`config.mk`:
```
export PLATFORM = sky130hd
export DESIGN_NAME = ioc_top
export DESIGN_NICKNAME = d
export VERILOG_FILES = /design/src/ioc_fifo.v /design/src/ioc_top.v
export VERILOG_INCLUDE_DIRS = /design/src
export SDC_FILE = /design/constraint.sdc
export NUM_CORES = 1
export LEC_CHECK = 0
export BUFFER_PORTS_ARGS = -buffer_cell sky130_fd_sc_hd__buf_2
export CORE_MARGIN = 5
export CORE_UTILIZATION = 23
export DETAILED_ROUTE_END_ITERATION = 10
export HOLD_SLACK_MARGIN = 0.08
export PLACE_DENSITY_LB_ADDON = 0.3
export SLEW_MARGIN = 25
export SYNTH_ARGS = -nofsm -noshare
export SYNTH_HDL_FRONTEND = slang
export SYNTH_HIERARCHICAL = 1
export SYNTH_SLANG_ARGS = --single-unit
```
`constraint.sdc`:
```
create_clock -name i_mclk -period 3 [get_ports i_mclk]
set_clock_uncertainty 0.2 [all_clocks]
set_input_delay 0.6 -clock i_mclk [delete_from_list [all_inputs] [get_ports i_mclk]]
set_output_delay 0.6 -clock i_mclk [all_outputs]
set_load 0.1 [all_outputs]
```
`src/ioc_consts.vh`:
```
// constants for the io cell group: layout, register map, fields, reset values
// assumes inclusion by bare name from the design files
`ifndef IOC_CONSTS_VH
`define IOC_CONSTS_VH
`define IOC_CELLS 4
`define IOC_DEL_W 5
`define IOC_DEL_TAPS 32
`define IOC_FIX_DEL_TAP 5'h03
`define IOC_FIFO_W 8
`define IOC_FIFO_D 8
`define IOC_ADR_W 8
`define IOC_ADR_CTRL 8'h00
`define IOC_ADR_STAT 8'h04
`define IOC_ADR_DATA 8'h08
`define IOC_CTRL_RST 32'h00000000
`define IOC_CTL_BYP 0
`define IOC_CTL_FIX 4
`define IOC_CTL_DYN 8
`define IOC_CTL_DDRI 12
`define IOC_CTL_DDRO 16
`define IOC_CTL_TREG 20
`define IOC_CTL_PAIR 24
`define IOC_CTL_SRV 26
`define IOC_CTL_CAP 27
`define IOC_CTL_CLAMP 28
`define IOC_EDGE_LEFT 2'h0
`define IOC_EDGE_TOP 2'h1
`define IOC_EDGE_BOTTOM 2'h2
`define IOC_EDGE_RIGHT 2'h3
`endif

```
`src/ioc_fifo.v`:
```
// small show-ahead fifo with registered read data
// assumes one clock, synchronous active high reset, clock enable freezing all state
`timescale 1ns/1ps
`default_nettype none
module ioc_fifo #(
  parameter WIDTH = 8,
  parameter DEPTH = 8
) (
  input wire i_mclk,
  input wire i_reset,
  input wire i_ce,
  input wire i_in_valid,
  output wire o_in_ready,
  input wire [WIDTH-1:0] i_in_data,
  output reg o_out_valid,
  input wire i_out_ready,
  output reg [WIDTH-1:0] o_out_data
);
  localparam AW = $clog2(DEPTH);
  localparam [AW:0] FULL_COUNT = DEPTH;
  reg [WIDTH-1:0] mem [0:DEPTH-1];
  reg [AW-1:0] wr_ptr_reg;
  reg [AW-1:0] rd_ptr_reg;
  reg [AW:0] count_reg;
  reg [AW:0] count_next;
  wire push;
  wire load;
  assign o_in_ready = (count_reg < FULL_COUNT);
  assign push = i_in_valid && o_in_ready;
  // refill the output register when it is empty or being drained
  assign load = (count_reg != {(AW+1){1'b0}}) && (!o_out_valid || i_out_ready);
  always @* begin
    count_next = count_reg;
    case ({push, load})
      2'b10: count_next = count_reg + 1'b1;
      2'b01: count_next = count_reg - 1'b1;
      default: count_next = count_reg;
    endcase
  end
  always @(posedge i_mclk) begin
    if (i_reset) begin
      wr_ptr_reg <= {AW{1'b0}};
      rd_ptr_reg <= {AW{1'b0}};
      count_reg <= {(AW+1){1'b0}};
      o_out_valid <= 1'b0;
      o_out_data <= {WIDTH{1'b0}};
    end else if (i_ce) begin
      if (push) begin
        mem[wr_ptr_reg] <= i_in_data;
        wr_ptr_reg <= wr_ptr_reg + 1'b1;
      end
      if (load) begin
        o_out_data <= mem[rd_ptr_reg];
        rd_ptr_reg <= rd_ptr_reg + 1'b1;
        o_out_valid <= 1'b1;
      end else if (i_out_ready) begin
        o_out_valid <= 1'b0;
      end
      count_reg <= count_next;
    end
  end
endmodule // ioc_fifo
`default_nettype wire

```
`src/ioc_top.v`:
```
// one io cell group of four io logic cells with a classic wishbone register slave
// assumes pad and core signals synchronous to i_mclk; placement edge is a parameter
`timescale 1ns/1ps
`default_nettype none
`include "ioc_consts.vh"
// Operation
// - input, output and tristate registers per cell
// - four cells form one group
// - pairs drive complementary outputs
// - bypass skips delay and registers
// - fixed delay; bottom edge dynamic select
// - single rate capture on fall output
// - double rate rise and fall streams
// - primary and secondary output data
// - tristate control reaches pad buffer
// - one clock, clock enable gated
// - local set/reset forces programmed value
// - right edge strobe clocks and polarity
// - right edge memory capture logic
// - bottom edge clamp only after configuration, supplies valid
module ioc_top #(
  parameter [1:0] EDGE = `IOC_EDGE_LEFT
) (
  input wire i_mclk,
  input wire i_reset,
  input wire i_ce,
  input wire i_local_sr,
  input wire i_wb_cyc,
  input wire i_wb_stb,
  input wire i_wb_we,
  input wire [`IOC_ADR_W-1:0] i_wb_adr,
  input wire [3:0] i_wb_sel,
  input wire [31:0] i_wb_dat,
  output reg [31:0] o_wb_dat,
  output reg o_wb_ack,
  input wire [`IOC_CELLS-1:0] i_pad_in,
  output wire [`IOC_CELLS-1:0] o_input_bypass_data,
  output wire [`IOC_CELLS-1:0] o_input_bypass_clock,
  output reg [`IOC_CELLS-1:0] o_rise_edge_capture,
  output reg [`IOC_CELLS-1:0] o_fall_or_single_rate_capture,
  input wire [`IOC_CELLS*`IOC_DEL_W-1:0] i_dynamic_delay_select,
  input wire [`IOC_CELLS-1:0] i_core_out_primary,
  input wire [`IOC_CELLS-1:0] i_core_out_secondary,
  input wire [`IOC_CELLS-1:0] i_core_tristate_ctl,
  output wire [`IOC_CELLS-1:0] o_pad_out,
  output wire [`IOC_CELLS-1:0] o_buffer_tristate_out,
  input wire i_strobe_read_clk_shifted,
  input wire i_strobe_write_clk_shifted,
  input wire i_double_rate_capture_polarity,
  input wire i_config_done,
  input wire i_supply_valid,
  output reg o_bus_clamp_en
);
  localparam [1:0] ST_IDLE = 2'b01;
  localparam [1:0] ST_ACK = 2'b10;
  localparam IS_BOTTOM = (EDGE == `IOC_EDGE_BOTTOM);
  localparam IS_RIGHT = (EDGE == `IOC_EDGE_RIGHT);

  function hit;
    input [`IOC_ADR_W-1:0] adr;
    input [`IOC_ADR_W-1:0] off;
    begin
      hit = (adr[`IOC_ADR_W-1:2] == off[`IOC_ADR_W-1:2]);
    end
  endfunction

  function pick_tap;
    input [`IOC_DEL_TAPS-1:0] chain;
    input [`IOC_DEL_W-1:0] sel;
    begin
      pick_tap = chain[sel];
    end
  endfunction

  reg [1:0] state_reg;
  reg [31:0] ctrl_reg;
  reg [`IOC_CELLS-1:0] cap_neg_reg;
  reg [`IOC_CELLS-1:0] out_pri_reg;
  reg [`IOC_CELLS-1:0] out_sec_reg;
  reg [`IOC_CELLS-1:0] tri_reg;
  reg [`IOC_FIFO_W-1:0] word_reg;
  reg word_valid_reg;
  reg [31:0] rd_mux;
  reg [`IOC_CELLS-1:0] pri_src;
  reg [`IOC_CELLS-1:0] sec_src;
  reg [`IOC_CELLS-1:0] tri_src;
  wire [`IOC_CELLS-1:0] dly_data;
  wire [`IOC_CELLS-1:0] byp;
  wire [`IOC_CELLS-1:0] ddr_in;
  wire [`IOC_CELLS-1:0] ddr_out;
  wire [`IOC_CELLS-1:0] treg;
  wire [1:0] pair;
  wire sr_val;
  wire fifo_in_ready;
  wire fifo_out_valid;
  wire [`IOC_FIFO_W-1:0] fifo_out_data;
  wire fifo_pop;
  wire wr_ctrl;

  assign byp = ctrl_reg[`IOC_CTL_BYP +: `IOC_CELLS];
  assign ddr_in = ctrl_reg[`IOC_CTL_DDRI +: `IOC_CELLS];
  assign ddr_out = ctrl_reg[`IOC_CTL_DDRO +: `IOC_CELLS];
  assign treg = ctrl_reg[`IOC_CTL_TREG +: `IOC_CELLS];
  assign pair = ctrl_reg[`IOC_CTL_PAIR +: 2];
  assign sr_val = ctrl_reg[`IOC_CTL_SRV];

  // raw pad straight to core, no delay, no register
  assign o_input_bypass_data = i_pad_in & byp;
  assign o_input_bypass_clock = i_pad_in & byp;

  // odd cell of a pair takes the inverse of its even neighbour's data and a copy of its tristate
  always @* begin
    pri_src = i_core_out_primary;
    sec_src = i_core_out_secondary;
    tri_src = i_core_tristate_ctl;
    if (pair[0]) begin
      pri_src[1] = ~i_core_out_primary[0];
      sec_src[1] = ~i_core_out_secondary[0];
      tri_src[1] = i_core_tristate_ctl[0];
    end
    if (pair[1]) begin
      pri_src[3] = ~i_core_out_primary[2];
      sec_src[3] = ~i_core_out_secondary[2];
      tri_src[3] = i_core_tristate_ctl[2];
    end
  end

  // four identical cells in the group
  genvar c;
  generate
    for (c = 0; c < `IOC_CELLS; c = c + 1) begin : g_cell
      reg [`IOC_DEL_TAPS-1:0] chain_reg;
      wire [`IOC_DEL_W-1:0] dsel;
      wire fix_en;
      wire dyn_en;
      assign dsel = i_dynamic_delay_select[c*`IOC_DEL_W +: `IOC_DEL_W];
      assign fix_en = ctrl_reg[`IOC_CTL_FIX + c];
      // dynamic select only exists on the bottom edge
      assign dyn_en = ctrl_reg[`IOC_CTL_DYN + c] && IS_BOTTOM;
      assign dly_data[c] = dyn_en ? pick_tap(chain_reg, dsel) :
                           fix_en ? pick_tap(chain_reg, `IOC_FIX_DEL_TAP) : i_pad_in[c];
      always @(posedge i_mclk) begin
        if (i_reset) begin
          chain_reg <= {`IOC_DEL_TAPS{1'b0}};
        end else if (i_ce) begin
          chain_reg <= {chain_reg[`IOC_DEL_TAPS-2:0], i_pad_in[c]};
        end
      end

      // input block: falling edge register of the double rate pair
      always @(negedge i_mclk) begin
        if (i_reset) begin
          cap_neg_reg[c] <= 1'b0;
        end else if (i_ce) begin
          if (i_local_sr) begin
            cap_neg_reg[c] <= sr_val;
          end else if (!IS_RIGHT || i_strobe_read_clk_shifted) begin
            cap_neg_reg[c] <= dly_data[c];
          end
        end
      end

      // input block rising edge; fall stream retimed onto the rising edge
      always @(posedge i_mclk) begin
        if (i_reset) begin
          o_rise_edge_capture[c] <= 1'b0;
          o_fall_or_single_rate_capture[c] <= 1'b0;
        end else if (i_ce) begin
          if (i_local_sr) begin
            o_rise_edge_capture[c] <= sr_val;
            o_fall_or_single_rate_capture[c] <= sr_val;
          end else if (!ddr_in[c]) begin
            o_fall_or_single_rate_capture[c] <= dly_data[c];
          end else if (IS_RIGHT && i_double_rate_capture_polarity) begin
            // polarity input picks which edge is first; the swapped capture does not wait for the read strobe
            o_rise_edge_capture[c] <= cap_neg_reg[c];
            o_fall_or_single_rate_capture[c] <= dly_data[c];
          end else if (!IS_RIGHT || i_strobe_read_clk_shifted) begin
            o_rise_edge_capture[c] <= dly_data[c];
            o_fall_or_single_rate_capture[c] <= cap_neg_reg[c];
          end
        end
      end

      // output and tristate blocks, rising edge
      always @(posedge i_mclk) begin
        if (i_reset) begin
          out_pri_reg[c] <= 1'b0;
          tri_reg[c] <= 1'b1;
        end else if (i_ce) begin
          if (i_local_sr) begin
            out_pri_reg[c] <= sr_val;
            tri_reg[c] <= sr_val;
          end else begin
            if (!IS_RIGHT || !ddr_out[c] || i_strobe_write_clk_shifted) begin
              out_pri_reg[c] <= pri_src[c];
            end
            tri_reg[c] <= tri_src[c];
          end
        end
      end

      // secondary data held on the falling edge, used only in double rate
      always @(negedge i_mclk) begin
        if (i_reset) begin
          out_sec_reg[c] <= 1'b0;
        end else if (i_ce) begin
          if (i_local_sr) begin
            out_sec_reg[c] <= sr_val;
          end else if (!IS_RIGHT || i_strobe_write_clk_shifted) begin
            out_sec_reg[c] <= sec_src[c];
          end
        end
      end

      // clock-level mux is the only way to get two bits per period out
      assign o_pad_out[c] = (ddr_out[c] && !i_mclk) ? out_sec_reg[c] : out_pri_reg[c];
      assign o_buffer_tristate_out[c] = treg[c] ? tri_reg[c] : tri_src[c];
    end
  endgenerate

  // capture words toward the fifo; holding word_reg stalls sampling when full
  ioc_fifo #(
    .WIDTH(`IOC_FIFO_W),
    .DEPTH(`IOC_FIFO_D)
  ) u_fifo (
    .i_mclk(i_mclk),
    .i_reset(i_reset),
    .i_ce(i_ce),
    .i_in_valid(word_valid_reg),
    .o_in_ready(fifo_in_ready),
    .i_in_data(word_reg),
    .o_out_valid(fifo_out_valid),
    .i_out_ready(fifo_pop),
    .o_out_data(fifo_out_data)
  );

  always @(posedge i_mclk) begin
    if (i_reset) begin
      word_reg <= {`IOC_FIFO_W{1'b0}};
      word_valid_reg <= 1'b0;
    end else if (i_ce) begin
      if (!word_valid_reg || fifo_in_ready) begin
        word_reg <= {o_fall_or_single_rate_capture, o_rise_edge_capture};
        word_valid_reg <= ctrl_reg[`IOC_CTL_CAP];
      end
    end
  end

  // bottom edge bus clamp held off until configured with good supplies
  always @(posedge i_mclk) begin
    if (i_reset) begin
      o_bus_clamp_en <= 1'b0;
    end else if (i_ce) begin
      o_bus_clamp_en <= ctrl_reg[`IOC_CTL_CLAMP] && IS_BOTTOM && i_config_done && i_supply_valid;
    end
  end

  always @* begin
    rd_mux = 32'h00000000;
    if (hit(i_wb_adr, `IOC_ADR_CTRL)) begin
      rd_mux = ctrl_reg;
    end else if (hit(i_wb_adr, `IOC_ADR_STAT)) begin
      rd_mux[3:0] = o_fall_or_single_rate_capture;
      rd_mux[7:4] = o_rise_edge_capture;
      rd_mux[11:8] = o_buffer_tristate_out;
      rd_mux[12] = fifo_out_valid;
      rd_mux[13] = !fifo_in_ready;
      rd_mux[14] = o_bus_clamp_en;
      rd_mux[15] = i_config_done && i_supply_valid;
    end else if (hit(i_wb_adr, `IOC_ADR_DATA)) begin
      rd_mux[`IOC_FIFO_W-1:0] = fifo_out_data & {`IOC_FIFO_W{fifo_out_valid}};
      rd_mux[8] = fifo_out_valid;
    end
  end

  // write and pop take effect at the edge where the master sees ack
  assign wr_ctrl = (state_reg == ST_ACK) && i_wb_cyc && i_wb_stb && i_wb_we && hit(i_wb_adr, `IOC_ADR_CTRL);
  assign fifo_pop = i_ce && (state_reg == ST_ACK) && i_wb_cyc && i_wb_stb && !i_wb_we &&
                    hit(i_wb_adr, `IOC_ADR_DATA) && fifo_out_valid;

  integer b;
  always @(posedge i_mclk) begin
    if (i_reset) begin
      state_reg <= ST_IDLE;
      o_wb_ack <= 1'b0;
      o_wb_dat <= 32'h00000000;
      ctrl_reg <= `IOC_CTRL_RST;
    end else if (i_ce) begin
      case (state_reg)
        ST_IDLE: begin
          if (i_wb_cyc && i_wb_stb) begin
            o_wb_ack <= 1'b1;
            o_wb_dat <= i_wb_we ? 32'h00000000 : rd_mux;
            state_reg <= ST_ACK;
          end
        end
        ST_ACK: begin
          o_wb_ack <= 1'b0;
          state_reg <= ST_IDLE;
          if (wr_ctrl) begin
            for (b = 0; b < 4; b = b + 1) begin
              if (i_wb_sel[b]) begin
                ctrl_reg[b*8 +: 8] <= i_wb_dat[b*8 +: 8];
              end
            end
          end
        end
        default: begin
          o_wb_ack <= 1'b0;
          state_reg <= ST_IDLE;
        end
      endcase
    end
  end
endmodule // ioc_top
`default_nettype wire

```
==> results by group, run 1 <==
Outcome
  • Status: finished, violations left
  • Failing checks: setup timing

Cells and area
  • Fillers: 3,663
  • Most frequent cells in the layout: dfxtp_1, buf_2, nor2_1, mux2i_1, edfxtp_1
  • Final cell count without fillers: 1,377
  • Share of cells above drive strength 1: 28.6%
  • Number of flip-flops in the largest register: 64
  • Commonest non-fill, non-tap cell in the layout: dfxtp_1
  • Syn-to-layout area delta: 30.2%
  • Post-layout util: 30.1%
  • Nets: 994

Floorplan
  • CORE AREA: 0.0353 mm²
  • Ports: 150
  • Die W: 198 µm
  • # rows: 69
  • Die Height: 198 µm
  • Die Area: 0.0394 mm²
  • Initial core utilization: 23.1%

Setup path
  • R2R cell count: 5
  • Crit-path max cell delay: 0.31 ns
  • CP arrival: 2.77 ns
  • CP max-delay cell: dfxtp_2
  • Crit start category: register
  • CP endpoint kind: output pin
  • Crit path cell chain: a31o_4 > buf_12
  • Reg2reg start: ctrl_reg[6]
  • Kind of critical path: reg -> out
  • Required time of the critical path: 2.20 ns
  • Worst-path maximum fanout: 2
  • Worst Setup SP: out_sec_reg[3]

Timing
  • Slew Limit Fails: 0
  • Hold Fails Final Rpt: 0
  • Worst Tran Pin Value: 0.674 ns
  • Rel. slew slack: 55.0%
  • Fin worst setup slack: -0.567 ns
  • Setup violations, final: 8
  • RSZ-0062 raised after global routing: true

Place
  • DP Wirelength: 16.9 mm
  • Routability Congestion: 0.750
  • Placed Cells: 1,318
  • Port bufs: 123

Clocking
  • Maximum clock path buffer count: 3
  • H-Tree Depth: 1
  • Clk pin slew, worst setup/hold paths: 0.06 ns
  • CTS tree: built
  • Num CTS Buffers: 23
  • Cts-stage hold buffer count: 0
  • Clock root buffer master: clkbuf_16
  • Skew-Pair Late Insertion Delay: 0.55 ns

Job
  • Max cap viols: 0

Drt
  • Routed WL per cell: 17.0 µm
  • DRT Pass-1 Iters: 4
  • DRT Wirelength: 23.5 mm
  • DRC viols: 0
  • Via-to-Cell Ratio: 4.36
  • Drt first-iter violations: 224
  • Total number of vias: 5,998
  • DRT antenna net count: 0

Worst hold path
  • Hold path depth: 3
  • HP Class: in -> reg
  • Hold_sp: i_wb_dat[19]

Yosys
  • Ranking of synthesized cells by area: dfxtp_1, edfxtp_1, mux2i_1, nor2_1, mux4_1
  • Leading register cell type out of synthesis: dfxtp_1
  • Synth warn: 6
  • Mapped Area: 0.00816 mm²
  • Seq/Total Area, Yosys: 56.4%
  • Async set or reset register ratio after synthesis: 0%
  • Syn avg cell area: 11.5 µm²
  • Post-synth EDFFs: 64
  • Post-synth cell types: 61
  • Post-synthesis instance total: 712
  • Synth area leader: dfxtp_1
  • Synth top area share: 32.9%
  • Flops & latches, synth: 198
  • Net Count, Synth: 808

Power
  • P_leak: 0.00453 µW
  • Flop pwr share: 46.3%
  • Switching share of power: 25.0%
  • Reported net switching power: 1530 µW
  • Cell Int Power: 4580 µW
  • Worst vdd rail ir drop: 0.386 mV
  • Clk pwr share: 47.5%
  • P per Cell Area: 574 mW/mm²
  • Combinational share of power: 6.3%

Global routing
  • GRT Residual Overflow: 0
  • Largest net degree at the start of global routing: 42
  • Initial antenna violation count: 0
  • First-pass GRT wire length: 35.6 mm
  • Global-route usage over all layers: 11.6%
  • Vias in the first global route: 6,171
==> metal layers <==
layer	wire, µm	part of all wire [%]	vias to the layer above	track usage (%)
li1	-	-	2973	-
met5	0	0	-	0
met2	11500	49	134	19.9
met4	552	2.4	0	3.29
met1	10200	43	2861	14.7
met3	1260	5.4	30	2.49
==> critical path: cells and delay by family (launching register included) <==
| family | cells | cell delay, ns |
|---|---|---|
| compound gates | 1 | 0.23 |
| buf+inv | 1 | 0.16 |
| flops | 1 | 0.31 |
==> power groups by stage <==
stage | logic, µW | clock network (µW) | registers, µW
2_1_floorplan | 169 | 79.0 | 2920
3_3_place_gp | 380 | 80.8 | 2880
3_5_place_dp | 387 | 80.8 | 2880
4_1_cts | 388 | 2990 | 2820
5_1_grt | 415 | 3130 | 2830
6_report | 383 | 2900 | 2820
==> cells in the mapped netlist, types with 5 or more instances <==
master	instances
a21o_1	9
a21oi_1	44
a22o_1	18
buf_1	5
buf_2	7
buf_4	5
clkbuf_1	22
dfxtp_1	134
edfxtp_1	64
inv_1	5
mux2_2	5
mux2i_1	72
mux4_1	13
nand2_1	49
nand2b_1	5
nand3_1	7
nor2_1	111
nor2b_1	6
nor3_1	11
o211ai_1	6
o21ai_0	16
o221ai_1	9
xor2_1	7
==> metrics by stage <==
stage	hold WS [ns]	cell area [µm²]	setup WS, ns	TNS, ns	power [µW]
after global placement	0.235	9720	-0.258	-2.37	3340
after global routing	0.115	10600	-0.600	-2.40	6370
after CTS	0.0929	10600	-0.587	-2.34	6200
after floorplan	0.233	8230	0.000413	0	3170
after detailed placement	0.235	9750	-0.257	-2.52	3350
final	0.117	10600	-0.567	-2.25	6100
==> cell families (layout without fill, tap and decap cells) <==
| kind of cell | count (synthesis) | in the layout | synth area share [%] |
|---|---|---|---|
| other | 1 | 2 | 0.0459 |
| muxes | 93 | 93 | 14.5 |
| buffers and inverters | 52 | 255 | 3.10 |
| xor gates and xnor gates | 8 | 8 | 0.859 |
| DFF | 198 | 198 | 56.4 |
| AOI/OAI and AO/OA | 131 | 131 | 10.9 |
| adders and majority gates | 4 | 4 | 0.613 |
| and+or+nand+nor | 225 | 225 | 13.6 |
==> area by class of cell <==
cell class,count,area (µm²),share of cell area (%)
Inverter,8,30.0,0.283
Timing Repair Buffer,185,1150,10.8
Clock buffer,34,738,6.95
Multi-Input combinational cell,462,3370,31.7
Sequential cell,198,4610,43.4
Tap cell,461,577,5.43
Clock inverter,28,145,1.37
Antenna cell,1,2.50,0.0235
==> repair_timing <==
action                     4_1_cts  5_1_grt
gates resized for setup         19        1
setup buffers                    0        1
setup endpoints to repair        8        9
==> path summary, 6_finish.rpt <==
path | end | slack [ns]
max | o_pad_out[3] | -0.57
min | ctrl_reg[19] | 0.12
max reg2reg | cap_neg_reg[2] | 0.15
min reg2reg | o_wb_dat[8] | 0.25
No activity file was read; power rests on OpenSTA's default activity.
==> run 2, diff against run 1 <==
==> constraint.sdc (replaced) <==
create_clock -name i_mclk -period 3.5 [get_ports i_mclk]
set_clock_uncertainty 0.2 [all_clocks]
set_input_delay 0.7 -clock i_mclk [delete_from_list [all_inputs] [get_ports i_mclk]]
set_output_delay 0.7 -clock i_mclk [all_outputs]
set_load 0.1 [all_outputs]
==> run 2 against run 1 <==
  * The run still ends with setup timing left
  * Count of clock-buffer cells in the layout grew 1
  * Flip-flop and latch count is the same
  * Final cell count shrank 0.22%
  * Global-route usage grew 0.37 points
  * Combinational power shrank 16%
  * Via count grew 1.3%
  * Total power shrank 9.5%
==> results by group, run 2 (synthesis results as in run 1) <==
Setup path
  • Required time of the critical path: 2.60 ns (was 2.20 ns)
  • Kind of critical path: reg -> out (unchanged)
  • Crit start category: register (unchanged)
  • CP endpoint kind: output pin (unchanged)
  • Flop2flop setup slack: 0.14 ns (was 0.15 ns)
  • Reg2reg start: ctrl_reg[6] (unchanged)
  • Worst Setup SP: out_sec_reg[3] (unchanged)
  • Worst-path maximum fanout: 2 (unchanged)
  • CP arrival: 3.03 ns (was 2.77 ns)

Global routing
  • Global-route usage over all layers: 11.9% (was 11.6%)
  • Largest net degree at the start of global routing: 41 (was 42)
  • GRT Residual Overflow: 0 (unchanged)
  • Initial antenna violation count: 3 (was 0)
  • Vias in the first global route: 6,236 (was 6,171)
  • First-pass GRT wire length: 36.4 mm (was 35.6 mm)

Job
  • Max cap viols: 0 (unchanged)

Cells and area
  • Share of cells above drive strength 1: 28.0% (was 28.6%)
  • Commonest non-fill, non-tap cell in the layout: dfxtp_1 (unchanged)
  • Reg area: 0.00461 mm² (about the same)
  • Antenna diodes: 0 (was 1)
  • Area of the multi-input gates: 0.00336 mm² (was 0.00337 mm²)
  • Number of flip-flops in the largest register: 64 (unchanged)
  • Most frequent cells in the layout: dfxtp_1, buf_2, nor2_1, mux2i_1, edfxtp_1 (unchanged)
  • Syn-to-layout area delta: 30.8% (was 30.2%)
  • Nets: 991 (was 994)
  • Post-layout util: 30.2% (was 30.1%)
  • Final cell count without fillers: 1,374 (was 1,377)
  • Final design instance area without fill: 0.0107 mm² (was 0.0106 mm²)
  • Fillers: 3,590 (was 3,663)

Floorplan
  • Die Area: 0.0394 mm² (unchanged)
  • # rows: 69 (unchanged)
  • Initial core utilization: 23.1% (unchanged)
  • Die Height: 198 µm (unchanged)
  • Ports: 150 (unchanged)
  • Die W: 198 µm (unchanged)
  • CORE AREA: 0.0353 mm² (unchanged)

Clocking
  • Clock root buffer master: clkbuf_16 (unchanged)
  • Num CTS Buffers: 24 (was 23)
  • Skew-Pair Late Insertion Delay: 0.74 ns (was 0.55 ns)
  • CTS tree: built (unchanged)
  • H-Tree Depth: 1 (unchanged)
  • Maximum clock path buffer count: 3 (unchanged)
  • Clk pin slew, worst setup/hold paths: 0.07 ns (was 0.06 ns)

Power
  • Flop pwr share: 43.8% (was 46.3%)
  • P per Cell Area: 518 mW/mm² (was 574 mW/mm²)
  • Worst vdd rail ir drop: 0.285 mV (was 0.386 mV)
  • Cell Int Power: 4120 µW (was 4580 µW)
  • Combinational share of power: 5.8% (was 6.3%)
  • Switching share of power: 25.4% (was 25.0%)
  • Clk pwr share: 50.3% (was 47.5%)
  • Reported net switching power: 1400 µW (was 1530 µW)
  • P_leak: 0.00453 µW (about the same)

Place
  • Port bufs: 123 (unchanged)
  • Area after DPL: 0.00954 mm² (was 0.00975 mm²)
  • Routability Congestion: 0.731 (was 0.750)
  • DP Wirelength: 17.0 mm (was 16.9 mm)
  • Placed Cells: 1,302 (was 1,318)
  • Dpl ws: -0.0689 ns (was -0.257 ns)

Drt
  • DRT Pass-1 Iters: 4 (unchanged)
  • Via-to-Cell Ratio: 4.42 (was 4.36)
  • Total number of vias: 6,074 (was 5,998)
  • Routed WL per cell: 17.2 µm (was 17.0 µm)
  • DRT antenna net count: 0 (unchanged)
  • DRT Wirelength: 23.7 mm (was 23.5 mm)
  • DRC viols: 0 (unchanged)
  • Drt first-iter violations: 244 (was 224)

Timing
  • Fin worst setup slack: -0.430 ns (was -0.567 ns)
  • RSZ-0062 raised after global routing: true (unchanged)
  • Setup violations, final: 8 (unchanged)
  • Rel. slew slack: 41.4% (was 55.0%)
  • Slew Limit Fails: 0 (unchanged)
  • Worst Tran Pin Value: 0.878 ns (was 0.674 ns)
  • Setup TNS: -1.45 ns (was -2.25 ns)
  • Hold Fails Final Rpt: 0 (unchanged)

Outcome
  • Status: finished, violations left (unchanged)
  • Failing checks: setup timing (unchanged)

Worst hold path
  • Hold_sp: ctrl_reg[16] (was i_wb_dat[19])
  • HP Class: reg -> reg (was in -> reg)
==> run 2: changes by cell type in the layout (fill, tap and decap cells not counted), sizes merged <==
cell	change
buf	-13
clkinv	-4
clkbuf	-1
diode	-1
clkinvlp	+2
dlygate4sd3	+9
inv	+5
==> run 2: metrics by stage <==
| stage | hold WS [ns] | total power, µW |
|---|---|---|
| 3_3_place_gp | 0.235 | 2840 |
| 2_1_floorplan | 0.233 | 2700 |
| 4_1_cts | 0.153 | 5610 |
| 6_report | 0.165 | 5530 |
| 3_5_place_dp | 0.238 | 2850 |
| 5_1_grt | 0.179 | 5770 |
==> run 2: routing by layer <==
layer  routed length, µm  up-vias  GRT usage, %
li1                    -     2965             -
met5                  34        -             0
met2               11300      153          19.5
met3                1520       37          3.51
met1               10400     2913          15.6
met4                 404        6          3.03
==> run 2: critical path: stages, from the launching register on <==
cell and delay (ns):
dfxtp_2 0.32, a31o_4 0.24, buf_12 0.16
==> run 2: power by group through the flow <==
stage	sequential [µW]	clock (µW)	combinational, µW
6_report	2420	2780	322
3_3_place_gp	2470	57.2	316
3_5_place_dp	2470	57.2	317
4_1_cts	2420	2860	326
2_1_floorplan	2500	55.4	143
5_1_grt	2430	3000	351
==> run 2: timing repair <==
item | CTS | global route
hold endpoints to repair | 9 | 0
buffers inserted | 3 | 1
hold buffers | 9 | 0
setup endpoints to repair | 8 | 10
pin swaps | 1 | 1
resized for setup | 24 | 3
==> run 2: final cells by class <==
type | instances | area share [%]
timing repair buffer | 179 | 10.3
multi-input combinational | 462 | 31.5
sequential | 198 | 43.2
tap | 461 | 5.40
clock buffer | 35 | 7.58
clock inverter | 31 | 1.81
inverter | 8 | 0.281
==> run 2: worst paths after layout <==
path / end / cells after the start
max: o_pad_out[3] / 2
min: o_wb_dat[16] / 1
max reg2reg: cap_neg_reg[2] / 5
min reg2reg: o_wb_dat[16] / 1
==> run 3, diff against run 2 <==
--- a/config.mk
+++ b/config.mk
@@ -9,6 +9,7 @@
 export BUFFER_PORTS_ARGS = -buffer_cell sky130_fd_sc_hd__buf_2
 export CORE_MARGIN = 5
 export CORE_UTILIZATION = 23
+export CTS_BUF_LIST = sky130_fd_sc_hd__clkbuf_16
 export DETAILED_ROUTE_END_ITERATION = 10
 export HOLD_SLACK_MARGIN = 0.08
 export PLACE_DENSITY_LB_ADDON = 0.3
==> run 3 against run 2 <==
  * Critical path type unchanged
  * Total power down 0.35%
  * Worst hold slack worse by 0.00091 ns
  * First-iteration DRC count up 3.3%
  * Register-to-register slack about the same
  * Cell area about the same
  * Wire length about the same
  * Final cell count unchanged
  * The run still ends with setup timing left
  * Sequential share of layout area about the same
  * Non-clock buffer count unchanged
  * Via count down 0.12%
  * Global-route usage unchanged
==> results by group, run 3 (synthesis results as in run 1) <==
Place
  • Area after DPL: 0.00954 mm² (unchanged)
  • DP Wirelength: 17.0 mm (unchanged)
  • Routability Congestion: 0.731 (unchanged)
  • Port bufs: 123 (unchanged)
  • Placed Cells: 1,302 (unchanged)

Timing
  • Slew Limit Fails: 0 (unchanged)
  • RSZ-0062 raised after global routing: true (unchanged)
  • Hold Fails Final Rpt: 0 (unchanged)
  • Worst Tran Pin Value: 0.879 ns (was 0.878 ns)
  • Fin worst setup slack: -0.430 ns (about the same)
  • Rel. slew slack: 41.3% (was 41.4%)
  • Setup violations, final: 8 (unchanged)

Floorplan
  • Ports: 150 (unchanged)
  • Die Height: 198 µm (unchanged)
  • # rows: 69 (unchanged)
  • Die W: 198 µm (unchanged)
  • Initial core utilization: 23.1% (unchanged)
  • CORE AREA: 0.0353 mm² (unchanged)
  • Die Area: 0.0394 mm² (unchanged)

Power
  • Clk pwr share: 50.1% (was 50.3%)
  • Combinational share of power: 5.9% (was 5.8%)
  • Cell Int Power: 4100 µW (was 4120 µW)
  • P_leak: 0.00453 µW (about the same)
  • Flop pwr share: 44.0% (was 43.8%)
  • Worst vdd rail ir drop: 0.285 mV (about the same)
  • Reported net switching power: 1400 µW (about the same)
  • Switching share of power: 25.5% (was 25.4%)
  • P per Cell Area: 516 mW/mm² (was 518 mW/mm²)

Global routing
  • Global-route usage over all layers: 11.9% (unchanged)
  • First-pass GRT wire length: 36.4 mm (unchanged)
  • Vias in the first global route: 6,236 (unchanged)
  • Initial antenna violation count: 3 (unchanged)
  • Largest net degree at the start of global routing: 41 (unchanged)
  • GRT Residual Overflow: 0 (unchanged)

Cells and area
  • Share of cells above drive strength 1: 28.0% (unchanged)
  • Syn-to-layout area delta: 30.7% (was 30.8%)
  • Final cell count without fillers: 1,374 (unchanged)
  • Antenna diodes: 0 (unchanged)
  • Final design instance area without fill: 0.0107 mm² (about the same)
  • Most frequent cells in the layout: dfxtp_1, buf_2, nor2_1, mux2i_1, edfxtp_1 (unchanged)
  • Number of flip-flops in the largest register: 64 (unchanged)
  • Fillers: 3,593 (was 3,590)
  • Commonest non-fill, non-tap cell in the layout: dfxtp_1 (unchanged)
  • Nets: 991 (unchanged)

Worst hold path
  • Hold_sp: ctrl_reg[16] (unchanged)
  • HP Class: reg -> reg (unchanged)

Setup path
  • CP endpoint kind: output pin (unchanged)
  • Reg2reg start: ctrl_reg[6] (unchanged)
  • Worst Setup SP: out_sec_reg[3] (unchanged)
  • Worst-path maximum fanout: 2 (unchanged)
  • CP arrival: 3.03 ns (about the same)
  • Kind of critical path: reg -> out (unchanged)
  • Crit start category: register (unchanged)
  • Required time of the critical path: 2.60 ns (about the same)

Drt
  • DRT Pass-1 Iters: 4 (unchanged)
  • DRT antenna net count: 0 (unchanged)
  • Total number of vias: 6,067 (was 6,074)
  • Routed WL per cell: 17.3 µm (was 17.2 µm)
  • DRC viols: 0 (unchanged)
  • Via-to-Cell Ratio: 4.42 (about the same)
  • Drt first-iter violations: 252 (was 244)
  • DRT Wirelength: 23.7 mm (about the same)

Clocking
  • Num CTS Buffers: 24 (unchanged)
  • Skew-Pair Late Insertion Delay: 0.74 ns (about the same)
  • Maximum clock path buffer count: 3 (unchanged)
  • H-Tree Depth: 1 (unchanged)
  • CTS tree: built (unchanged)
  • Clk pin slew, worst setup/hold paths: 0.07 ns (about the same)
  • Clock root buffer master: clkbuf_16 (unchanged)

Outcome
  • Failing checks: setup timing (unchanged)
  • Status: finished, violations left (unchanged)

Job
  • Max cap viols: 0 (unchanged)
run 3: changes by cell type in the layout (fill, tap and decap cells not counted), sizes merged:
cell / delta
inv: +1
clkbuf: -1
run 3: stage by stage:
step                util, %  total power [µW]  hold slack, ns  TNS, ns  setup slack (ns)
global route           30.2              5750           0.179    -1.60            -0.471
CTS                    30.2              5580           0.153    -1.53            -0.446
global placement       27.0              2840           0.235   -0.219           -0.0647
floorplan                 -              2700           0.233  -0.0296          -0.00815
finish                 30.2              5510           0.164    -1.45            -0.430
detailed placement     27.0              2850           0.238   -0.294           -0.0689
run 3: layer usage:
| layer | vias to the layer above | track usage [%] | part of all wire (%) |
|---|---|---|---|
| met2 | 148 | 19.5 | 48 |
| met1 | 2910 | 15.6 | 44 |
| met3 | 37 | 3.51 | 6.3 |
| met4 | 6 | 3.03 | 1.7 |
| met5 | - | 0 | 0.14 |
| li1 | 2966 | - | - |
run 3: what timing repair did:
| action | CTS | global route |
|---|---|---|
| gates cloned | 0 | 0 |
| endpoints found under the hold margin | 9 | 0 |
| endpoints found under the setup margin | 8 | 10 |
| setup buffers | 3 | 1 |
| hold buffers | 9 | 0 |
| pin swaps | 1 | 1 |
| resized for setup | 24 | 3 |
run 3: power groups by stage:
stage | Sequential [µW] | Combinational, µW | Clock, µW
CTS | 2420 | 326 | 2840
finish | 2420 | 323 | 2760
global route | 2430 | 351 | 2980
detailed placement | 2470 | 317 | 57.2
global placement | 2470 | 316 | 57.2
floorplan | 2500 | 143 | 55.4
run 3: layout make-up:
cell class              count  area, µm²  share of cell area [%]
flip-flops and latches    198       4610                    43.2
multi-input cells         462       3360                    31.5
repair buffers            179       1100                    10.3
clock buffers              34        796                    7.46
well taps                 461        577                    5.41
clock inverters            32        196                    1.84
inverters                   8       30.0                   0.282
run 3: final timing paths:
check                        end  slack, ns  depth (start not counted)
hold reg to reg     o_wb_dat[16]       0.16                          1
hold / removal      o_wb_dat[16]       0.16                          1
setup reg to reg  cap_neg_reg[2]       0.14                          5
setup / recovery    o_pad_out[3]      -0.43                          2
run 3: worst max-delay path, cell delays in order, from the launching register on:
cell and delay (ns):
dfxtp_2 0.32, a31o_4 0.24, buf_12 0.16
